--- src/hw/pcm_pkg.sv ---
// constants for the port c alternate-function mux
package pcm_pkg;
	localparam int PCM_PORT_W = 8;
	localparam int PCM_ADC_W = 6;
	localparam int PCM_RESET_BIT = 6;
	localparam int PCM_SCL_BIT = 5;
	localparam int PCM_SDA_BIT = 4;
	localparam int PCM_PCSRC_C_BASE = 8;
	localparam int PCM_PCSRC_D_BASE = 16;
	localparam int PCM_PD_EXT0_BIT = 2;
	localparam int PCM_PD_EXT1_BIT = 3;
	localparam int PCM_PD_T0_BIT = 4;
	localparam int PCM_PD_T1_BIT = 5;
	localparam int PCM_PD_CMP_POS_BIT = 6;
	localparam int PCM_PD_CMP_NEG_BIT = 7;
	localparam int PCM_CLK_PERIOD_NS = 10;
	localparam int PCM_SPIKE_NS = 50;
	// a pulse shorter than the spike time must not pass: round up
	localparam int PCM_SPIKE_CYC =
		(PCM_SPIKE_NS + PCM_CLK_PERIOD_NS - 1) / PCM_CLK_PERIOD_NS;
	localparam logic [2:0] PCM_SPIKE_CNT_RST = 3'h0;
	localparam logic [7:0] PCM_BYTE_RST = 8'h00;
endpackage : pcm_pkg

--- src/hw/pcm_port_c_mux.sv ---
// port c alternate-function override logic with port d routing
`timescale 1ns/1ps

// How it works
// with the reset-disable fuse programmed, bit 6 is a plain input and reset comes only from power-on and brown-out.
// with the fuse unprogrammed, bit 6 feeds the reset circuit and is not usable as an input.
// while bit 6 is the reset pin its direction, output and input bits read zero.
// with two-wire enabled, bit 5 leaves port control and becomes the clock line.
// with two-wire enabled, bit 4 leaves port control and becomes the data line.
// each two-wire line input passes a filter rejecting pulses under 50 ns.
// two-wire lines are open drain: they only pull low.
// port c bit n feeds pin-change source 8 plus n.
// port c bits 0 to 5 feed analog channels 0 to 5.
// port d bits 0 to 7 feed pin-change sources 16 to 23.
// port d bits 2 and 3 carry external interrupt inputs 0 and 1.
// port d bits 4 and 5 carry the timer 0 and timer 1 count inputs.
// port d bits 6 and 7 carry the comparator positive and negative inputs.
// an analog pin's digital buffer is off when its disable bit is set unless its pin-change source is enabled.
// in two-wire mode pull-up follows the output bit gated by the global disable, direction follows the line drive, value forced low.
// the global pull-up disable turns off every port pull-up; the code keeps the bit 6 pull-up on while bit 6 is the reset pin.
module pcm_port_c_mux
	import pcm_pkg::*;
(
	input wire logic i_sys_clk,
	input wire logic i_reset_n,
	input wire logic i_reset_pin_disable_fuse,
	input wire logic i_two_wire_enable,
	input wire logic i_global_pullup_disable,
	input wire logic i_pin_change_group1_enable,
	input wire logic [7:0] i_pin_change_mask_c,
	input wire logic [5:0] i_analog_digital_input_disable,
	input wire logic [7:0] i_portc_direction,
	input wire logic [7:0] i_portc_output,
	input wire logic i_scl_out,
	input wire logic i_sda_out,
	input wire logic [7:0] i_portc_pin,
	input wire logic [7:0] i_portd_pin,
	output logic [7:0] o_portc_pin_out,
	output logic [7:0] o_portc_pin_oe,
	output logic [7:0] o_portc_pullup,
	output logic [7:0] o_portc_direction_rd,
	output logic [7:0] o_portc_output_rd,
	output logic [7:0] o_portc_input_rd,
	output logic o_ext_reset_req,
	output logic [15:8] o_pin_change_src_c,
	output logic [23:16] o_pin_change_src_d,
	output logic [5:0] o_analog_ch_en,
	output logic o_scl_in,
	output logic o_sda_in,
	output logic o_external_irq_input_0,
	output logic o_external_irq_input_1,
	output logic o_timer0_count_input,
	output logic o_timer1_count_input,
	output logic o_comparator_pos_sel,
	output logic o_comparator_neg_sel
);
	logic [7:0] pc_meta_reg;
	logic [7:0] pc_sync_reg;
	logic [7:0] pd_meta_reg;
	logic [7:0] pd_sync_reg;
	logic [7:0] dig_in_en;
	logic [7:0] drv_oe;
	logic [7:0] pull_en;
	logic reset_mode;
	logic [2:0] scl_cnt_reg;
	logic [2:0] sda_cnt_reg;
	logic scl_filt_reg;
	logic sda_filt_reg;

	// spike filter step: a new level must hold for the full spike time
	function automatic logic [2:0] pcm_filt_cnt(input logic sync,
		input logic filt, input logic [2:0] cnt);
		if (sync == filt)
			return PCM_SPIKE_CNT_RST;
		else if (cnt == 3'(PCM_SPIKE_CYC - 1))
			return PCM_SPIKE_CNT_RST;
		else
			return cnt + 3'h1;
	endfunction : pcm_filt_cnt

	// two-flop synchronisers for both ports
	always_ff @(posedge i_sys_clk or negedge i_reset_n)
	begin
		if (!i_reset_n)
		begin
			pc_meta_reg <= PCM_BYTE_RST;
			pc_sync_reg <= PCM_BYTE_RST;
			pd_meta_reg <= PCM_BYTE_RST;
			pd_sync_reg <= PCM_BYTE_RST;
		end
		else
		begin
			pc_meta_reg <= i_portc_pin;
			pc_sync_reg <= pc_meta_reg;
			pd_meta_reg <= i_portd_pin;
			pd_sync_reg <= pd_meta_reg;
		end
	end

	// bit 6 is reset pin unless fuse programmed
	assign reset_mode = !i_reset_pin_disable_fuse;

	// per-pin override combination
	always_comb
	begin
		for (int n = 0; n < PCM_PORT_W; n++)
		begin
			// normal port: pull-up on for dir 0 out 1 unless disabled
			pull_en[n] = !i_portc_direction[n] && i_portc_output[n]
				&& !i_global_pullup_disable;
			drv_oe[n] = i_portc_direction[n];
			dig_in_en[n] = 1'b1;
		end
		for (int n = 0; n < PCM_ADC_W; n++)
			if (i_analog_digital_input_disable[n])
				dig_in_en[n] = i_pin_change_mask_c[n]
					&& i_pin_change_group1_enable;
		if (reset_mode)
		begin
			pull_en[PCM_RESET_BIT] = 1'b1;
			drv_oe[PCM_RESET_BIT] = 1'b0;
			dig_in_en[PCM_RESET_BIT] = 1'b0;
		end
		if (i_two_wire_enable)
		begin
			pull_en[PCM_SCL_BIT] = i_portc_output[PCM_SCL_BIT]
				&& !i_global_pullup_disable;
			pull_en[PCM_SDA_BIT] = i_portc_output[PCM_SDA_BIT]
				&& !i_global_pullup_disable;
			drv_oe[PCM_SCL_BIT] = i_scl_out;
			drv_oe[PCM_SDA_BIT] = i_sda_out;
		end
	end

	// pin drive, pull-ups and readback
	always_ff @(posedge i_sys_clk or negedge i_reset_n)
	begin
		if (!i_reset_n)
		begin
			o_portc_pin_out <= PCM_BYTE_RST;
			o_portc_pin_oe <= PCM_BYTE_RST;
			o_portc_pullup <= PCM_BYTE_RST;
			o_portc_direction_rd <= PCM_BYTE_RST;
			o_portc_output_rd <= PCM_BYTE_RST;
			o_portc_input_rd <= PCM_BYTE_RST;
			o_ext_reset_req <= 1'b0;
		end
		else
		begin
			o_portc_pin_out <= i_portc_output;
			if (i_two_wire_enable)
			begin
				o_portc_pin_out[PCM_SCL_BIT] <= 1'b0;
				o_portc_pin_out[PCM_SDA_BIT] <= 1'b0;
			end
			o_portc_pin_oe <= drv_oe;
			o_portc_pullup <= pull_en;
			o_portc_direction_rd <= i_portc_direction;
			o_portc_output_rd <= i_portc_output;
			o_portc_input_rd <= pc_sync_reg & dig_in_en;
			if (reset_mode)
			begin
				o_portc_direction_rd[PCM_RESET_BIT] <= 1'b0;
				o_portc_output_rd[PCM_RESET_BIT] <= 1'b0;
				o_portc_input_rd[PCM_RESET_BIT] <= 1'b0;
			end
			// low on bit 6 requests reset only in reset mode
			o_ext_reset_req <= reset_mode
				&& !pc_sync_reg[PCM_RESET_BIT];
		end
	end

	// pin-change, analog and port d routing
	always_ff @(posedge i_sys_clk or negedge i_reset_n)
	begin
		if (!i_reset_n)
		begin
			o_pin_change_src_c <= PCM_BYTE_RST;
			o_pin_change_src_d <= PCM_BYTE_RST;
			o_analog_ch_en <= 6'h00;
			o_external_irq_input_0 <= 1'b0;
			o_external_irq_input_1 <= 1'b0;
			o_timer0_count_input <= 1'b0;
			o_timer1_count_input <= 1'b0;
			o_comparator_pos_sel <= 1'b0;
			o_comparator_neg_sel <= 1'b0;
		end
		else
		begin
			o_pin_change_src_c <= pc_sync_reg & dig_in_en;
			o_pin_change_src_d <= pd_sync_reg;
			o_analog_ch_en <= i_analog_digital_input_disable;
			o_external_irq_input_0 <= pd_sync_reg[PCM_PD_EXT0_BIT];
			o_external_irq_input_1 <= pd_sync_reg[PCM_PD_EXT1_BIT];
			o_timer0_count_input <= pd_sync_reg[PCM_PD_T0_BIT];
			o_timer1_count_input <= pd_sync_reg[PCM_PD_T1_BIT];
			o_comparator_pos_sel <= pd_sync_reg[PCM_PD_CMP_POS_BIT];
			o_comparator_neg_sel <= pd_sync_reg[PCM_PD_CMP_NEG_BIT];
		end
	end

	// spike filters on the two-wire lines
	always_ff @(posedge i_sys_clk or negedge i_reset_n)
	begin
		if (!i_reset_n)
		begin
			scl_cnt_reg <= PCM_SPIKE_CNT_RST;
			sda_cnt_reg <= PCM_SPIKE_CNT_RST;
			scl_filt_reg <= 1'b1;
			sda_filt_reg <= 1'b1;
		end
		else
		begin
			scl_cnt_reg <= pcm_filt_cnt(pc_sync_reg[PCM_SCL_BIT],
				scl_filt_reg, scl_cnt_reg);
			sda_cnt_reg <= pcm_filt_cnt(pc_sync_reg[PCM_SDA_BIT],
				sda_filt_reg, sda_cnt_reg);
			if (pc_sync_reg[PCM_SCL_BIT] != scl_filt_reg
				&& scl_cnt_reg == 3'(PCM_SPIKE_CYC - 1))
				scl_filt_reg <= pc_sync_reg[PCM_SCL_BIT];
			if (pc_sync_reg[PCM_SDA_BIT] != sda_filt_reg
				&& sda_cnt_reg == 3'(PCM_SPIKE_CYC - 1))
				sda_filt_reg <= pc_sync_reg[PCM_SDA_BIT];
		end
	end

	// filtered lines reach the interface only in two-wire mode
	always_ff @(posedge i_sys_clk or negedge i_reset_n)
	begin
		if (!i_reset_n)
		begin
			o_scl_in <= 1'b1;
			o_sda_in <= 1'b1;
		end
		else
		begin
			o_scl_in <= i_two_wire_enable ? scl_filt_reg : 1'b1;
			o_sda_in <= i_two_wire_enable ? sda_filt_reg : 1'b1;
		end
	end
endmodule : pcm_port_c_mux

--- config.mk ---
export PLATFORM = sky130hd
export DESIGN_NAME = pcm_port_c_mux
export DESIGN_NICKNAME = d
export VERILOG_FILES = /design/src/hw/pcm_pkg.sv /design/src/hw/pcm_port_c_mux.sv
export SDC_FILE = /design/constraint.sdc
export NUM_CORES = 1
export LEC_CHECK = 0
export ABC_AREA = 0
export BUFFER_PORTS_ARGS = -buffer_cell sky130_fd_sc_hd__buf_2
export CAP_MARGIN = 30
export CORE_MARGIN = 2
export CORE_UTILIZATION = 41
export DETAILED_ROUTE_END_ITERATION = 8
export PLACE_DENSITY = 0.86
export REMOVE_ABC_BUFFERS = 1
export SYNTH_ARGS = -nofsm -noshare
export SYNTH_HDL_FRONTEND = slang
export SYNTH_SLANG_ARGS = --single-unit
--- constraint.sdc ---
create_clock -name i_sys_clk -period 1.2 [get_ports i_sys_clk]
set_input_delay 0 -clock i_sys_clk [delete_from_list [all_inputs] [get_ports i_sys_clk]]
set_output_delay 0 -clock i_sys_clk [all_outputs]
set_load 0.01 [all_outputs]
; ---- After elaboration in Yosys (flattened, before gate mapping)
; Cells that the tools add are included.
[word_totals]
reg_bits = 119
inputBits = 54
word_cells = 93
[op_classes]
addsub = 2
eq_ne = 6
mux = 20
bitwise_logic = 1
reduce_logical = 38
[ops]
columns = op, n
row1 = $logic_and 1x1->1, 27
row2 = $mux 1, 13
row3 = $mux 3, 4
row4 = $logic_not 1->1, 11
row5 = $and 8x8->8, 1
row6 = $add 3x1->3 const B, 2
row7 = $eq 3x3->1 const B, 2
row8 = $mux 2, 3
row9 = $eq 1x1->1, 2
row10 = $ne 1x1->1, 2

; ---- Depth between registers and ports, before layout
[logic_depth]
ltp_word = 4
depth_mapped = 4
ltp_nobuf = 4

; ---- Worst setup path before layout
; OpenSTA, ideal clock, no wires.
[synth_timing]
path_kind = register -> register
start = register scl_cnt_reg[0]
end = register scl_cnt_reg[2]
arrival_ns = 1.042
required_time_ns = 1.123
path_slack_ns = 0.081
stages_incl_launch_ff = 5
n_path_buf = 0
period_less_slack_ns = 1.119
path_cell_list = dfrtp_1 inv_1 ha_1 or3b_1 a21oi_1
[synth_via]
elab_chain_len = 3
[synth_rtl]
columns = element, line_no
row1 = start: declaration, pcm_port_c_mux.sv:65  ; logic [2:0] scl_cnt_reg;
row2 = start signal: assignment, pcm_port_c_mux.sv:214  ; scl_cnt_reg <= pcm_filt_cnt(pc_sync_reg[PCM_SCL_BIT],
row3 = $add 3x1->3 / $eq 3x3->1 (equally long branches), "pcm_port_c_mux.sv:78, pcm_port_c_mux.sv:75"
row4 = $mux 3 (*), pcm_port_c_mux.sv:75  ; else if (cnt == 3'(PCM_SPIKE_CYC - 1))
row5 = $mux 3 (*), pcm_port_c_mux.sv:73  ; if (sync == filt)
; Mark *: on every way between the ends. The rest lies on a longest branch, timed or not.
; A chain may end at the register's enable or synchronous reset.

; ---- Worst setup path in the final report
[layout_timing]
start = register sda_cnt_reg[0]
end = register sda_cnt_reg[2]
[layout_via]
elab_chain_len = 3
[layout_rtl]
columns = element, line_no
row1 = start: declaration, pcm_port_c_mux.sv:66  ; logic [2:0] sda_cnt_reg;
row2 = start signal: assignment, pcm_port_c_mux.sv:216  ; sda_cnt_reg <= pcm_filt_cnt(pc_sync_reg[PCM_SDA_BIT],
row3 = $add 3x1->3 / $eq 3x3->1 (equally long branches), "pcm_port_c_mux.sv:78, pcm_port_c_mux.sv:75"
row4 = $mux 3 (*), pcm_port_c_mux.sv:75
row5 = $mux 3 (*), pcm_port_c_mux.sv:73
; Marks and branches as above.

==> metrics.txt <==
die area=0.00786 mm^2; # Max-Cap Violations=0; largest net degree at the start of global routing=34; worst path cell trace=ha_2 > or3b_1 > a21oi_1; cells after synthesis=177; number of diodes=0; CTS H-tree lvls=3; area of the multi-input gates=387 um^2; Final GP Congestion=0.655; commonest non-fill, non-tap cell in the layout=buf_2; worst slew pin tran=roughly 0.30 ns; worst reg2reg setup slack=roughly 0.025 ns; post-DR vias/cell=4.23; port bufs=130; WP buf/inv=0; CTS Sinks=94; Avg WL per Cell=13.3 um; total power=6.35 mW; final wirelength=6030 um; Max FO, Critical Path=3; syn_area_per_cell=16.6 um^2; Hold Slack=between 0.08 and 0.09 ns; ys flop type=dfrtp_1; Boundary Pins=133; final clock skew=0.00511 ns; Slew Viols, Final=0; crit path DAT=1.44 ns; worst min-delay path category=primary input to asynchronous set/reset pin; Crit path largest cell delay=0.41 ns; Crit-path slowest cell=dfrtp_1; Clock Path Buffers=2; Critical Path Stages=3; Tcrit/Tclk final=97.9%; most frequent cells in the layout=129 x buf_2, 90 x dfrtp_1, 56 x dlygate4sd3_1, 10 x clkbuf_8, 9 x nor3b_1; initial detailed-routing violation count=14; Clock Latency Late Sink=about 0.34 ns; # rows=30; post-synthesis cell type count=20; DR vias=1,911; first-pass iteration count of the detailed router=3; clock tree root driver cell=clkbuf_8; Worst setup EP type=flip-flop; Post-Synthesis Cell Area=0.00294 mm^2; worst reg2reg startpoint=sda_cnt_reg[0]; CP top delay family=flip-flops; relative slew slack=80.1%; status=completed; total gr overflow=0; fill count=557; CP startpoint=sda_cnt_reg[0]; Max Fclk=851 MHz; Startpoint Class=flip-flop; final-report setup violation count=0; register area share after synthesis=80.2%; Syn. warnings=0; CTS tree=yes; share of layout cells above drive strength 1=44.7%; min Tclk post-route=1.17 ns; worst-case reg-to-reg path depth=3; GRT Util Overall=about 17%; TNS Setup=0 ns; Critical R2R Capture=sda_cnt_reg[2]; synthesis-stage register bit count=94; power per cell area=roughly 1500 mW/mm^2; initial antenna violation count=0; Worst EP required=~1.5 ns; core area=0.00687 mm^2; peak supply drop=around 0.86 mV; Die Wd=88.7 um; flip-flop and latch area=0.00236 mm^2; DP Wirelength=between 3000 and 4000 um; Hold Vio Cnt, Final=0; asr flop ratio synth=100%; Num CTS Buffers=9; first-pass GRT wire length=9570 um; Post-synth EDFFs=0; Worst-path clk slew=0.08 ns; vias in the first global route=2,057; Layout area overhead=47.0%; RSZ-0062 raised after global routing=yes; nets@finish=approximately 410; crit path to=sda_cnt_reg[2]; DRC=0; Setup Crit Path Kind=flip-flop to flip-flop; DRT antenna net count=0; initial core utilization=42.8%; Pleak=approximately 2.2 nW; Die Height=88.7 um
## area by class of cell
| cell class | instances | share of cell area (%) |
|---|---|---|
| flip-flops and latches | 94 | 54.6 |
| well taps | 96 | 2.78 |
| clock inverters | 4 | 0.695 |
| clock buffers | 12 | 3.36 |
| multi-input cells | 52 | 8.95 |
| repair buffers | 189 | 29.2 |
| inverters | 5 | 0.435 |
## stage by stage
step	std cells	setup slack, ns	cell area, um^2	util (%)
2_1_floorplan	151	0.0807	2750	-
3_3_place_gp	380	0.0652	3570	51.9
3_5_place_dp	380	-0.0198	3570	51.9
4_1_cts	452	0.00475	4310	62.7
5_1_grt	452	-0.0357	4320	62.9
6_report	452	0.0252	4320	62.9
## worst register-to-register path: cells and delay by family, from the launching register on
family / cells / cell delay (ns)
and+or+nand+nor: 1 / 0.36
AOI/OAI and AO/OA: 1 / 0.14
adders and majority gates: 1 / 0.19
DFF: 1 / 0.41
## repair_timing
action,4_1_cts,5_1_grt
gates resized for setup,1,6
hold buffers,56,0
pin swaps,2,6
endpoints found under the hold margin,152,0
endpoints found under the setup margin,1,3
setup buffers,0,0
## cell usage after synthesis, types with 3 or more instances
cell	n	area [um^2]
nand2b_1	4	25.0
nand2_1	8	30.0
dfrtp_1	90	2250
nor2b_1	5	31.3
dfstp_2	4	105
nor3b_1	9	67.6
a21boi_0	6	45.0
ha_1	4	50.1
inv_1	5	18.8
and2_1	3	18.8
buf_4	25	188
## worst min path at each step
| stage | from | endpoint | slack (ns) |
|---|---|---|---|
| final | i_reset_n | o_pin_change_src_d[16] | 0.09 |
| after global routing | i_reset_n | o_ext_reset_req | 0.08 |
| after CTS | i_reset_n | o_pin_change_src_d[16] | 0.08 |
| after detailed placement | i_reset_n | o_pin_change_src_d[16] | -0.08 |
| after global placement | i_reset_n | o_pin_change_src_d[16] | -0.09 |
| after floorplan | i_reset_n | o_analog_ch_en[0] | -0.30 |
## report_power, final
group	switching, mW	internal, mW
clock	1.02	0.824
combinational	0.421	0.493
sequential	0.126	3.46
## layer usage
layer | wire (um) | part of all wire [%] | vias to the layer above | global-route usage (%)
met1 | 2150 | 36 | 933 | 18.3
met2 | 3400 | 56 | 83 | 29.9
met3 | 346 | 5.7 | 13 | 3.92
met4 | 136 | 2.3 | 0 | 7.99
li1 | - | - | 882 | -
met5 | 0 | 0 | - | 0
## cells by family after synthesis
group	Yosys count	share of synthesized area (%)
DFF	94	80.2
and+or+nand+nor	33	6.90
buffers and inverters	31	7.15
AOI/OAI and AO/OA	11	2.64
adders and majority gates	4	1.70
xor gates and xnor gates	2	0.596
muxes	2	0.767
No activity file was read; power rests on OpenSTA's default activity.
